==> config.mk <==
export PLATFORM = sky130hd
export DESIGN_NAME = jk_edge_flip_flop_gated
export DESIGN_NICKNAME = d
export VERILOG_FILES = /design/src/jk_edge_flip_flop_gated.v
export VERILOG_INCLUDE_DIRS = /design/src
export SDC_FILE = /design/constraint.sdc
export NUM_CORES = 1
export LEC_CHECK = 0
export BUFFER_PORTS_ARGS = -buffer_cell sky130_fd_sc_hd__clkbuf_2
export CAP_MARGIN = 10
export CORE_MARGIN = 2
export CORE_UTILIZATION = 40
export CTS_CLUSTER_DIAMETER = 40
export DETAILED_ROUTE_END_ITERATION = 10
export PLACE_DENSITY = 0.59
export SKIP_CTS_REPAIR_TIMING = 1
export SLEW_MARGIN = 20
export SYNTH_ARGS = -nofsm -noshare
export SYNTH_HDL_FRONTEND = slang
export SYNTH_SLANG_ARGS = --single-unit
export TNS_END_PERCENT = 5
==> constraint.sdc <==
create_clock -name clk_i -period 1.6 [get_ports clk_i]
set_clock_uncertainty 0.2 [all_clocks]
set_input_delay 0.32 -clock clk_i [delete_from_list [all_inputs] [get_ports clk_i]]
set_output_delay 0.32 -clock clk_i [all_outputs]
set_load 0.005 [all_outputs]
==> src/jk_edge_map.vh <==
`ifndef JK_EDGE_MAP_VH
`define JK_EDGE_MAP_VH
// Reset value of every stored state bit
`define JK_STATE_RST 1'h0
// Synchroniser reset patterns for pins that idle low and pins that idle high
`define JK_SYNC_IDLE_LO 3'h0
`define JK_SYNC_IDLE_HI 3'h7
// Validated level reset values for the same two cases
`define JK_LVL_IDLE_LO 1'h0
`define JK_LVL_IDLE_HI 1'h1
// Synchroniser depth for pin inputs
`define JK_SYNC_DEPTH 3
// Number of flip-flops in the dual variant
`define JK_DUAL_COUNT 2
// J/K codes of the next-state table
`define JK_HOLD 2'h0
`define JK_LOW 2'h1
`define JK_HIGH 2'h2
`define JK_TOGGLE 2'h3
`endif

==> src/jk_edge_flip_flop_gated.v <==
`include "jk_edge_map.vh"
`default_nettype none

module jk_edge_flip_flop_gated
(
	// System
	input wire clk_i,
	input wire rst_n_i,
	// Gated variant pins
	input wire jk_clk_i,
	input wire set_gate_in_a_i,
	input wire set_gate_in_b_i,
	input wire set_gate_in_c_i,
	input wire reset_gate_in_a_i,
	input wire reset_gate_in_b_i,
	input wire reset_gate_in_c_i,
	input wire clear_n_i,
	input wire preset_n_i,
	// Dual variant pins, one bit per flip-flop
	input wire [1:0] dual_clk_i,
	input wire [1:0] dual_j_i,
	input wire [1:0] dual_k_i,
	input wire [1:0] dual_clear_n_i,
	// Outputs
	output reg gated_q_o,
	output reg gated_q_n_o,
	output wire [1:0] dual_q_o,
	output wire [1:0] dual_q_n_o
);

	// ****************************************
	// Next-state function shared by all flip-flops
	// ****************************************
	// Pure table lookup; the default branch keeps the state on an unknown code
	function next_state;
		input [1:0] jk;
		input cur;
		begin
			case (jk)
				`JK_HOLD: next_state = cur;
				`JK_LOW: next_state = 1'h0;
				`JK_HIGH: next_state = 1'h1;
				`JK_TOGGLE: next_state = ~cur;
				default: next_state = cur;
			endcase
		end
	endfunction

	// ****************************************
	// Gated flip-flop
	// ****************************************
	// Pins are asynchronous: three stages, a change counts when stages 2 and 3 agree
	// Limitation: a pin level must stand about three clk_i cycles before it is seen
	reg [2:0] g_clk_s_r, g_j_s_r, g_k_s_r, g_clr_s_r, g_pre_s_r;
	reg g_clk_v_r, g_j_v_r, g_k_v_r, g_clr_v_r, g_pre_v_r;
	reg g_j_arm_r, g_k_arm_r;
	reg g_state_r;
	// Gates are ANDed before the synchroniser, so one chain serves each of J and K
	wire g_j_and = set_gate_in_a_i & set_gate_in_b_i & set_gate_in_c_i;
	wire g_k_and = reset_gate_in_a_i & reset_gate_in_b_i & reset_gate_in_c_i;
	// Fall seen once: validated level still high while stages 2 and 3 agree low
	wire g_fall = g_clk_v_r & (g_clk_s_r[2] == g_clk_s_r[1]) & ~g_clk_s_r[2];
	// Next state, settled by the priority chain below
	reg g_state_nxt;

	// Synchronisers and validated levels
	always @(posedge clk_i or negedge rst_n_i)
	begin
		if (!rst_n_i)
		begin
			// Clock, J and K idle low; clear and preset idle high, so no false edge
			g_clk_s_r <= `JK_SYNC_IDLE_LO;
			g_j_s_r <= `JK_SYNC_IDLE_LO;
			g_k_s_r <= `JK_SYNC_IDLE_LO;
			g_clr_s_r <= `JK_SYNC_IDLE_HI;
			g_pre_s_r <= `JK_SYNC_IDLE_HI;
			g_clk_v_r <= `JK_LVL_IDLE_LO;
			g_j_v_r <= `JK_LVL_IDLE_LO;
			g_k_v_r <= `JK_LVL_IDLE_LO;
			g_clr_v_r <= `JK_LVL_IDLE_HI;
			g_pre_v_r <= `JK_LVL_IDLE_HI;
		end
		else
		begin
			g_clk_s_r <= {g_clk_s_r[1:0], jk_clk_i};
			g_j_s_r <= {g_j_s_r[1:0], g_j_and};
			g_k_s_r <= {g_k_s_r[1:0], g_k_and};
			g_clr_s_r <= {g_clr_s_r[1:0], clear_n_i};
			g_pre_s_r <= {g_pre_s_r[1:0], preset_n_i};
			if (g_clk_s_r[2] == g_clk_s_r[1]) g_clk_v_r <= g_clk_s_r[2];
			if (g_j_s_r[2] == g_j_s_r[1]) g_j_v_r <= g_j_s_r[2];
			if (g_k_s_r[2] == g_k_s_r[1]) g_k_v_r <= g_k_s_r[2];
			if (g_clr_s_r[2] == g_clr_s_r[1]) g_clr_v_r <= g_clr_s_r[2];
			if (g_pre_s_r[2] == g_pre_s_r[1]) g_pre_v_r <= g_pre_s_r[2];
		end
	end

	// Inputs are latched only while clock is high, frozen while low
	// Arming lags one cycle, so J and K need a few clk_i cycles of setup
	always @(posedge clk_i or negedge rst_n_i)
	begin
		if (!rst_n_i)
		begin
			g_j_arm_r <= `JK_LVL_IDLE_LO;
			g_k_arm_r <= `JK_LVL_IDLE_LO;
		end
		else if (g_clk_v_r)
		begin
			g_j_arm_r <= g_j_v_r;
			g_k_arm_r <= g_k_v_r;
		end
	end

	// Clear and preset win over the edge; both active gives clear
	always @*
	begin
		g_state_nxt = g_state_r;
		if (!g_clr_v_r)
			g_state_nxt = 1'h0;
		else if (!g_pre_v_r)
			g_state_nxt = 1'h1;
		else if (g_fall)
			g_state_nxt = next_state({g_j_arm_r, g_k_arm_r}, g_state_r);
	end

	// Outputs registered from the next state so both stay complementary
	// Costs a flop per output but keeps them free of glitches
	always @(posedge clk_i or negedge rst_n_i)
	begin
		if (!rst_n_i)
		begin
			g_state_r <= `JK_STATE_RST;
			gated_q_o <= `JK_STATE_RST;
			gated_q_n_o <= ~`JK_STATE_RST;
		end
		else
		begin
			g_state_r <= g_state_nxt;
			gated_q_o <= g_state_nxt;
			gated_q_n_o <= ~g_state_nxt;
		end
	end

	// ****************************************
	// Dual flip-flops, fully independent
	// ****************************************
	// Each flop owns its output pair, so no bus bit has two drivers
	genvar gi;
	generate
		for (gi = 0; gi < `JK_DUAL_COUNT; gi = gi + 1)
		begin : dual_ff
			reg [2:0] clk_s_r, j_s_r, k_s_r, clr_s_r;
			reg clk_v_r, j_v_r, k_v_r, clr_v_r, j_arm_r, k_arm_r, st_r;
			reg q_r, q_n_r;
			reg st_nxt;
			// Same single-shot fall detect as the gated flop
			wire fall = clk_v_r & (clk_s_r[2] == clk_s_r[1]) & ~clk_s_r[2];

			// Port bits come straight from this flop's output registers
			assign dual_q_o[gi] = q_r;
			assign dual_q_n_o[gi] = q_n_r;

			// Clear beats the edge; these flops have no preset
			always @*
			begin
				st_nxt = st_r;
				if (!clr_v_r)
					st_nxt = 1'h0;
				else if (fall)
					st_nxt = next_state({j_arm_r, k_arm_r}, st_r);
			end

			// Synchroniser, arming and state of one flop
			always @(posedge clk_i or negedge rst_n_i)
			begin
				if (!rst_n_i)
				begin
					clk_s_r <= `JK_SYNC_IDLE_LO;
					j_s_r <= `JK_SYNC_IDLE_LO;
					k_s_r <= `JK_SYNC_IDLE_LO;
					clr_s_r <= `JK_SYNC_IDLE_HI;
					clk_v_r <= `JK_LVL_IDLE_LO;
					j_v_r <= `JK_LVL_IDLE_LO;
					k_v_r <= `JK_LVL_IDLE_LO;
					clr_v_r <= `JK_LVL_IDLE_HI;
					j_arm_r <= `JK_LVL_IDLE_LO;
					k_arm_r <= `JK_LVL_IDLE_LO;
					st_r <= `JK_STATE_RST;
					q_r <= `JK_STATE_RST;
					q_n_r <= ~`JK_STATE_RST;
				end
				else
				begin
					clk_s_r <= {clk_s_r[1:0], dual_clk_i[gi]};
					j_s_r <= {j_s_r[1:0], dual_j_i[gi]};
					k_s_r <= {k_s_r[1:0], dual_k_i[gi]};
					clr_s_r <= {clr_s_r[1:0], dual_clear_n_i[gi]};
					if (clk_s_r[2] == clk_s_r[1]) clk_v_r <= clk_s_r[2];
					if (j_s_r[2] == j_s_r[1]) j_v_r <= j_s_r[2];
					if (k_s_r[2] == k_s_r[1]) k_v_r <= k_s_r[2];
					if (clr_s_r[2] == clr_s_r[1]) clr_v_r <= clr_s_r[2];
					if (clk_v_r)
					begin
						j_arm_r <= j_v_r;
						k_arm_r <= k_v_r;
					end
					st_r <= st_nxt;
					q_r <= st_nxt;
					q_n_r <= ~st_nxt;
				end
			end
		end
	endgenerate

endmodule
`default_nettype wire

==> results.json, run 1 <==
{
  "period_minus_slack_ps": 1460,
  "rows": 25,
  "yosysUniqueCellTypes": 13,
  "cp_cell_sequence": "clkbuf_2",
  "synth_area_leaders": "dfrtp_1, dfstp_2, maj3_1",
  "gp_congestion": 0.7169,
  "drive_above_1_share": 0.4156,
  "critPathSlowestCell": "dfstp_2",
  "area_delta_synth_final_pct": 27.23,
  "ys.flop_type": "dfrtp_1",
  "diodes": 0,
  "cts_tree": "yes",
  "ys_seq_area_frac": 0.8093,
  "start_util": 0.4196,
  "rsz0062_at_grt": "no",
  "grt_pass1_vias": 986,
  "grt_pass1_wl_mm": 4.547,
  "grt_max_degree": 65,
  "arrival_ps": 940,
  "crit_fanout": 1,
  "yosysMostFrequentCell": "dfrtp_1",
  "remaining_drc_errors": 0,
  "dieArea_um2": 5603,
  "syn_inst": 105,
  "synth_area_um2": 2008,
  "setup_ws_ps": 140.5,
  "drt_iter0_drc": 56,
  "hold_slack_ps": 33.51,
  "synth.top_cell.area_share": 0.5607,
  "finalCritPeriodShare": 0.9122,
  "ioPinCount": 25,
  "ant_nets": 0,
  "antenna_found_initial": 0,
  "p_per_area_nw_per_um2": 1392,
  "hold_path_class": "in -> reg",
  "cts_root_buf": "clkbuf_8",
  "synth_commonest_cells": "dfrtp_1, dfstp_2, maj3_1",
  "clockBufferDepth": 2,
  "dp_slack_ps": 263.6,
  "crit_buf_inv": 1,
  "viasPerCell": 4.516,
  "ys_ff_latch": 64,
  "coreArea_um2": 4786,
  "finalSetupViolations": 0,
  "cts_buffers": 9,
  "fp.dieW_um": 74.86,
  "chipHeight_um": 74.86,
  "clk_pin_slew_worst_paths_ps": 60,
  "routed_wl_mm": 2.764,
  "dp_hpwl_mm": 1.796,
  "vias": 998,
  "status": "finished clean",
  "synth.largest_area_cell": "dfrtp_1",
  "worstSetupStartpointType": "flip-flop",
  "first_pass_iters": 4,
  "synth_nets": 124,
  "synth-async-reset-ratio": 1.000,
  "final_util": 0.5339,
  "clkLatencyLatePin_ps": 320,
  "power_leakage_nw": 1.133,
  "max_stage_delay_ps": 510,
  "ys_warn_count": 0,
  "synth_area_per_cell_um2": 19.13,
  "cp_top_family": "flip-flops",
  "max_freq_mhz": 685.2,
  "max-vdd-ir-drop_v": 0.0009519,
  "clock-sinks": 64,
  "grt_overflow": 0,
  "grtUsageTotal": 0.1186,
  "crit_type": "reg -> out",
  "nets": 168,
  "maxSlewViolCount": 0,
  "maxCapViolCount": 0,
  "worstPathRequired_ps": 1080,
  "port_buffers": 24,
  "wl_per_cell_um": 12.51,
  "fin_setup_tns_ps": 0,
  "max_slew_margin": 0.7885,
  "end_kind": "output pin",
  "tightestPinTransition_ps": 317.2,
  "synth_edf_count": 0,
  "htree_num_levels": 3,
  "finalHoldViolations": 0
}
==> cell families after synthesis <==
logic type                 share of synthesized area
muxes                                        0.03364
and+or+nand+nor                              0.04736
AOI/OAI and AO/OA                            0.02991
adders and majority gates                    0.06480
buffers and inverters                        0.01495
DFF                                           0.8093
==> cell usage in the layout, fill, tap and decap left out <==
| cell | n |
|---|---|
| dlygate4sd3_1 | 12 |
| and4bb_1 | 3 |
| dfstp_2 | 19 |
| dfrtp_1 | 45 |
| and3_1 | 2 |
| clkbuf_8 | 12 |
| nand2_1 | 2 |
| nand3_1 | 1 |
| or3b_1 | 3 |
| buf_12 | 1 |
| clkbuf_1 | 2 |
| clkbuf_2 | 24 |
| o221ai_1 | 3 |
| o221a_1 | 3 |
| bufinv_16 | 2 |
| maj3_1 | 13 |
| nand2b_1 | 1 |
| mux2_2 | 6 |
==> path summary, 6_finish.rpt <==
kind                                             from                              to  slack [ps]  cells past startpoint
worst min register to register   g_k_s_r[0]$_DFF_PN0_            g_k_s_r[1]$_DFF_PN0_         150                      0
worst min-delay path                  set_gate_in_b_i            g_j_s_r[0]$_DFF_PN0_          30                      2
min in group asynchronous                     rst_n_i    dual_ff[1].j_v_r$_DFFE_PN0N_         330                      3
worst max register to register  g_clk_v_r$_DFFE_PN0N_             g_state_r$_DFF_PN0_         270                      2
worst max-delay path            gated_q_n_o$_DFF_PN1_                     gated_q_n_o         140                      1
max in group asynchronous                     rst_n_i  dual_ff[1].clr_v_r$_DFFE_PN1N_         560                      3
==> area by class of cell <==
class | instances | area (um2)
Sequential cell | 64 | 1625
Fill cell | 384 | 2231
Timing Repair Buffer | 37 | 260.3
Tap cell | 67 | 83.83
Clock buffer | 14 | 172.7
Clock inverter | 2 | 60.06
Multi-Input combinational cell | 37 | 352.8
==> stage by stage <==
step,instance area [um2],std cells,total power [W]
2_1_floorplan,2008,105,0.001910
3_3_place_gp,2202,193,0.001988
3_5_place_dp,2202,193,0.002006
4_1_cts,2435,209,0.003588
5_1_grt,2555,221,0.003718
6_report,2555,221,0.003555
==> metal layers <==
layer	wire, um	track usage
met1	1198	0.1382
met2	1377	0.1676
met3	135	0.07095
met4	52	0.07143
met5	0	0
==> power breakdown <==
part	total, W	internal [W]	leakage [nW]	switching [W]
logic	0.000173	0.000105	0.266	0.0000680
clock network	0.00156	0.00101	0.117	0.000555
registers	0.00182	0.00175	0.750	0.0000656
total	0.00356	0.00287	1.13	0.000689
==> sequential cells by signal (all words and copies together) (netlist names), 2 cells and up <==
name,flops
dual_ff.q_n_r,2
dual_ff.j_s_r,6
dual_ff.j_v_r,2
g_j_s_r,3
g_clr_s_r,3
dual_ff.k_s_r,6
g_pre_s_r,3
g_clk_s_r,3
dual_ff.q_r,2
dual_ff.clk_s_r,6
g_k_s_r,3
dual_ff.j_arm_r,2
dual_ff.clr_v_r,2
dual_ff.clk_v_r,2
dual_ff.clr_s_r,6
dual_ff.k_arm_r,2
dual_ff.k_v_r,2
Note: power is estimated with default switching activity, not from simulation.
==> run 2: changes to the inputs <==
CTS_CLUSTER_SIZE = 30   (was default)
PLACE_DENSITY = default   (was 0.59)
PLACE_DENSITY_LB_ADDON = 0.08   (was default)
==> run 2 against run 1 <==
Sequential share of layout area is 0.60 points higher. Largest power group unchanged. First-iteration DRC count fell by 50%. Clock power decreased by 10%. Register-to-register slack hardly changed. Worst setup slack barely moved. Die area stayed put. Hold slack worse by 4.5 ps. Critical path depth is the same.
==> results.json, run 2 (synthesis gave the netlist of run 1 again) <==
{
  "worstSetupStartpointType": "flip-flop",
  "maxSlewViolCount": 0,
  "drive_above_1_share": 0.4221,
  "final_cell_mix": "dfrtp_1, clkbuf_2, dfstp_2",
  "internal_power_w": 0.002702,
  "cts_root_buf": "clkbuf_8",
  "dp_hpwl_mm": 1.561,
  "max-vdd-ir-drop_v": 0.0008503,
  "max_stage_delay_ps": 520,
  "clkLatencyLatePin_ps": 320,
  "maxCapViolCount": 0,
  "max_freq_mhz": 685.2,
  "p_comb_frac": 0.050,
  "antenna_found_initial": 0,
  "seqCellArea_um2": 1625,
  "finalSetupViolations": 0,
  "power_leakage_nw": 1.125,
  "arrival_ps": 940,
  "dp_slack_ps": 274.8,
  "hold_path_class": "in -> reg",
  "grt_max_degree": 65,
  "cp_top_family": "flip-flops",
  "worstPathRequired_ps": 1080,
  "ant_nets": 0,
  "vias": 987,
  "coreArea_um2": 4786,
  "start_util": 0.4196,
  "ioPinCount": 25,
  "rsz0062_at_grt": "no",
  "finalCritPeriodShare": 0.9122,
  "power.total_w": 0.003383,
  "critPathSlowestCell": "dfstp_2",
  "max_slew_margin": 0.7886,
  "finalHoldViolations": 0,
  "crit_buf_inv": 1,
  "cts_buffers": 9,
  "remaining_drc_errors": 0,
  "setup_ws_ps": 140.5,
  "status": "finished clean",
  "cts_tree": "yes",
  "cp_cell_sequence": "clkbuf_2",
  "fp.dieW_um": 74.86,
  "clk_pin_slew_worst_paths_ps": 60,
  "clockBufferDepth": 2,
  "gp_congestion": 0.6684,
  "tightestPinTransition_ps": 317.2,
  "viasPerCell": 4.466,
  "grt_pass1_vias": 986,
  "nets": 168,
  "first_pass_iters": 2,
  "chipHeight_um": 74.86,
  "grtUsageTotal": 0.1053,
  "rows": 25,
  "end_kind": "output pin",
  "fin_setup_tns_ps": 0,
  "p_seq_frac": 0.537,
  "area_delta_synth_final_pct": 26.04,
  "grt_overflow": 0,
  "drt_iter0_drc": 28,
  "dieArea_um2": 5603,
  "crit_type": "reg -> out",
  "period_minus_slack_ps": 1459,
  "clkPwrFrac": 0.413,
  "p_per_area_nw_per_um2": 1337,
  "htree_num_levels": 3,
  "final_common_cell": "dfrtp_1",
  "clock-sinks": 64,
  "port_buffers": 24,
  "hold_slack_ps": 29.03,
  "p_sw_w": 0.0006815,
  "routed_wl_mm": 2.458,
  "fillers": 403,
  "grt_pass1_wl_mm": 4.195,
  "crit_fanout": 1,
  "diodes": 0,
  "wl_per_cell_um": 11.12,
  "swShare": 0.2014,
  "multi_input_area_um2": 352.8
}
==> run 2: cell types whose count changed in the layout (fill, tap and decap cells not counted), sizes merged <==
cell / change
bufinv: -1
clkinv: +2
clkbuf: -1
==> run 2: metal layers <==
layer  share of wire  up-vias  track usage  wire, um
li1                -      462            -         -
met1            0.47      496       0.1233      1157
met2            0.46       21       0.1550      1121
met3           0.042        8      0.04016       103
met4           0.031        0      0.08333        76
met5               0        -            0         0
==> run 2: worst paths after layout <==
path,start,endpoint,slack (ps),cells after the start
worst min-delay path,reset_gate_in_b_i,g_k_s_r[0]$_DFF_PN0_,30,2
worst min register to register,dual_ff[0].clk_s_r[0]$_DFF_PN0_,dual_ff[0].clk_s_r[1]$_DFF_PN0_,150,0
max in group asynchronous,rst_n_i,dual_ff[0].clr_v_r$_DFFE_PN1N_,550,3
min in group asynchronous,rst_n_i,g_k_v_r$_DFFE_PN0N_,340,3
worst max-delay path,gated_q_n_o$_DFF_PN1_,gated_q_n_o,140,1
worst max register to register,dual_ff[1].clk_s_r[1]$_DFF_PN0_,dual_ff[1].q_r$_DFF_PN0_,260,2
==> run 2: final cells by class <==
cell class	instances	share of cell area
Sequential cell	64	0.6421
Multi-Input combinational cell	37	0.1394
Clock buffer	13	0.06673
Timing Repair Buffer	37	0.1028
Clock inverter	3	0.01582
Tap cell	67	0.03312
==> run 2: power groups by stage <==
stage | Combinational [W] | Sequential, W | Clock [W]
6_report | 0.000169 | 0.00182 | 0.00140
5_1_grt | 0.000191 | 0.00183 | 0.00151
4_1_cts | 0.000154 | 0.00182 | 0.00145
3_5_place_dp | 0.000153 | 0.00185 | 0
3_3_place_gp | 0.000148 | 0.00184 | 0
2_1_floorplan | 0.0000821 | 0.00183 | 0
==> run 2: per-stage QoR <==
stage / utilization / cell area, um2 / std cells
final: 0.5289 / 2531 / 221
after global routing: 0.5289 / 2531 / 221
after CTS: 0.5038 / 2411 / 209
after detailed placement: 0.4601 / 2202 / 193
after global placement: 0.4601 / 2202 / 193
after floorplan: - / 2008 / 105
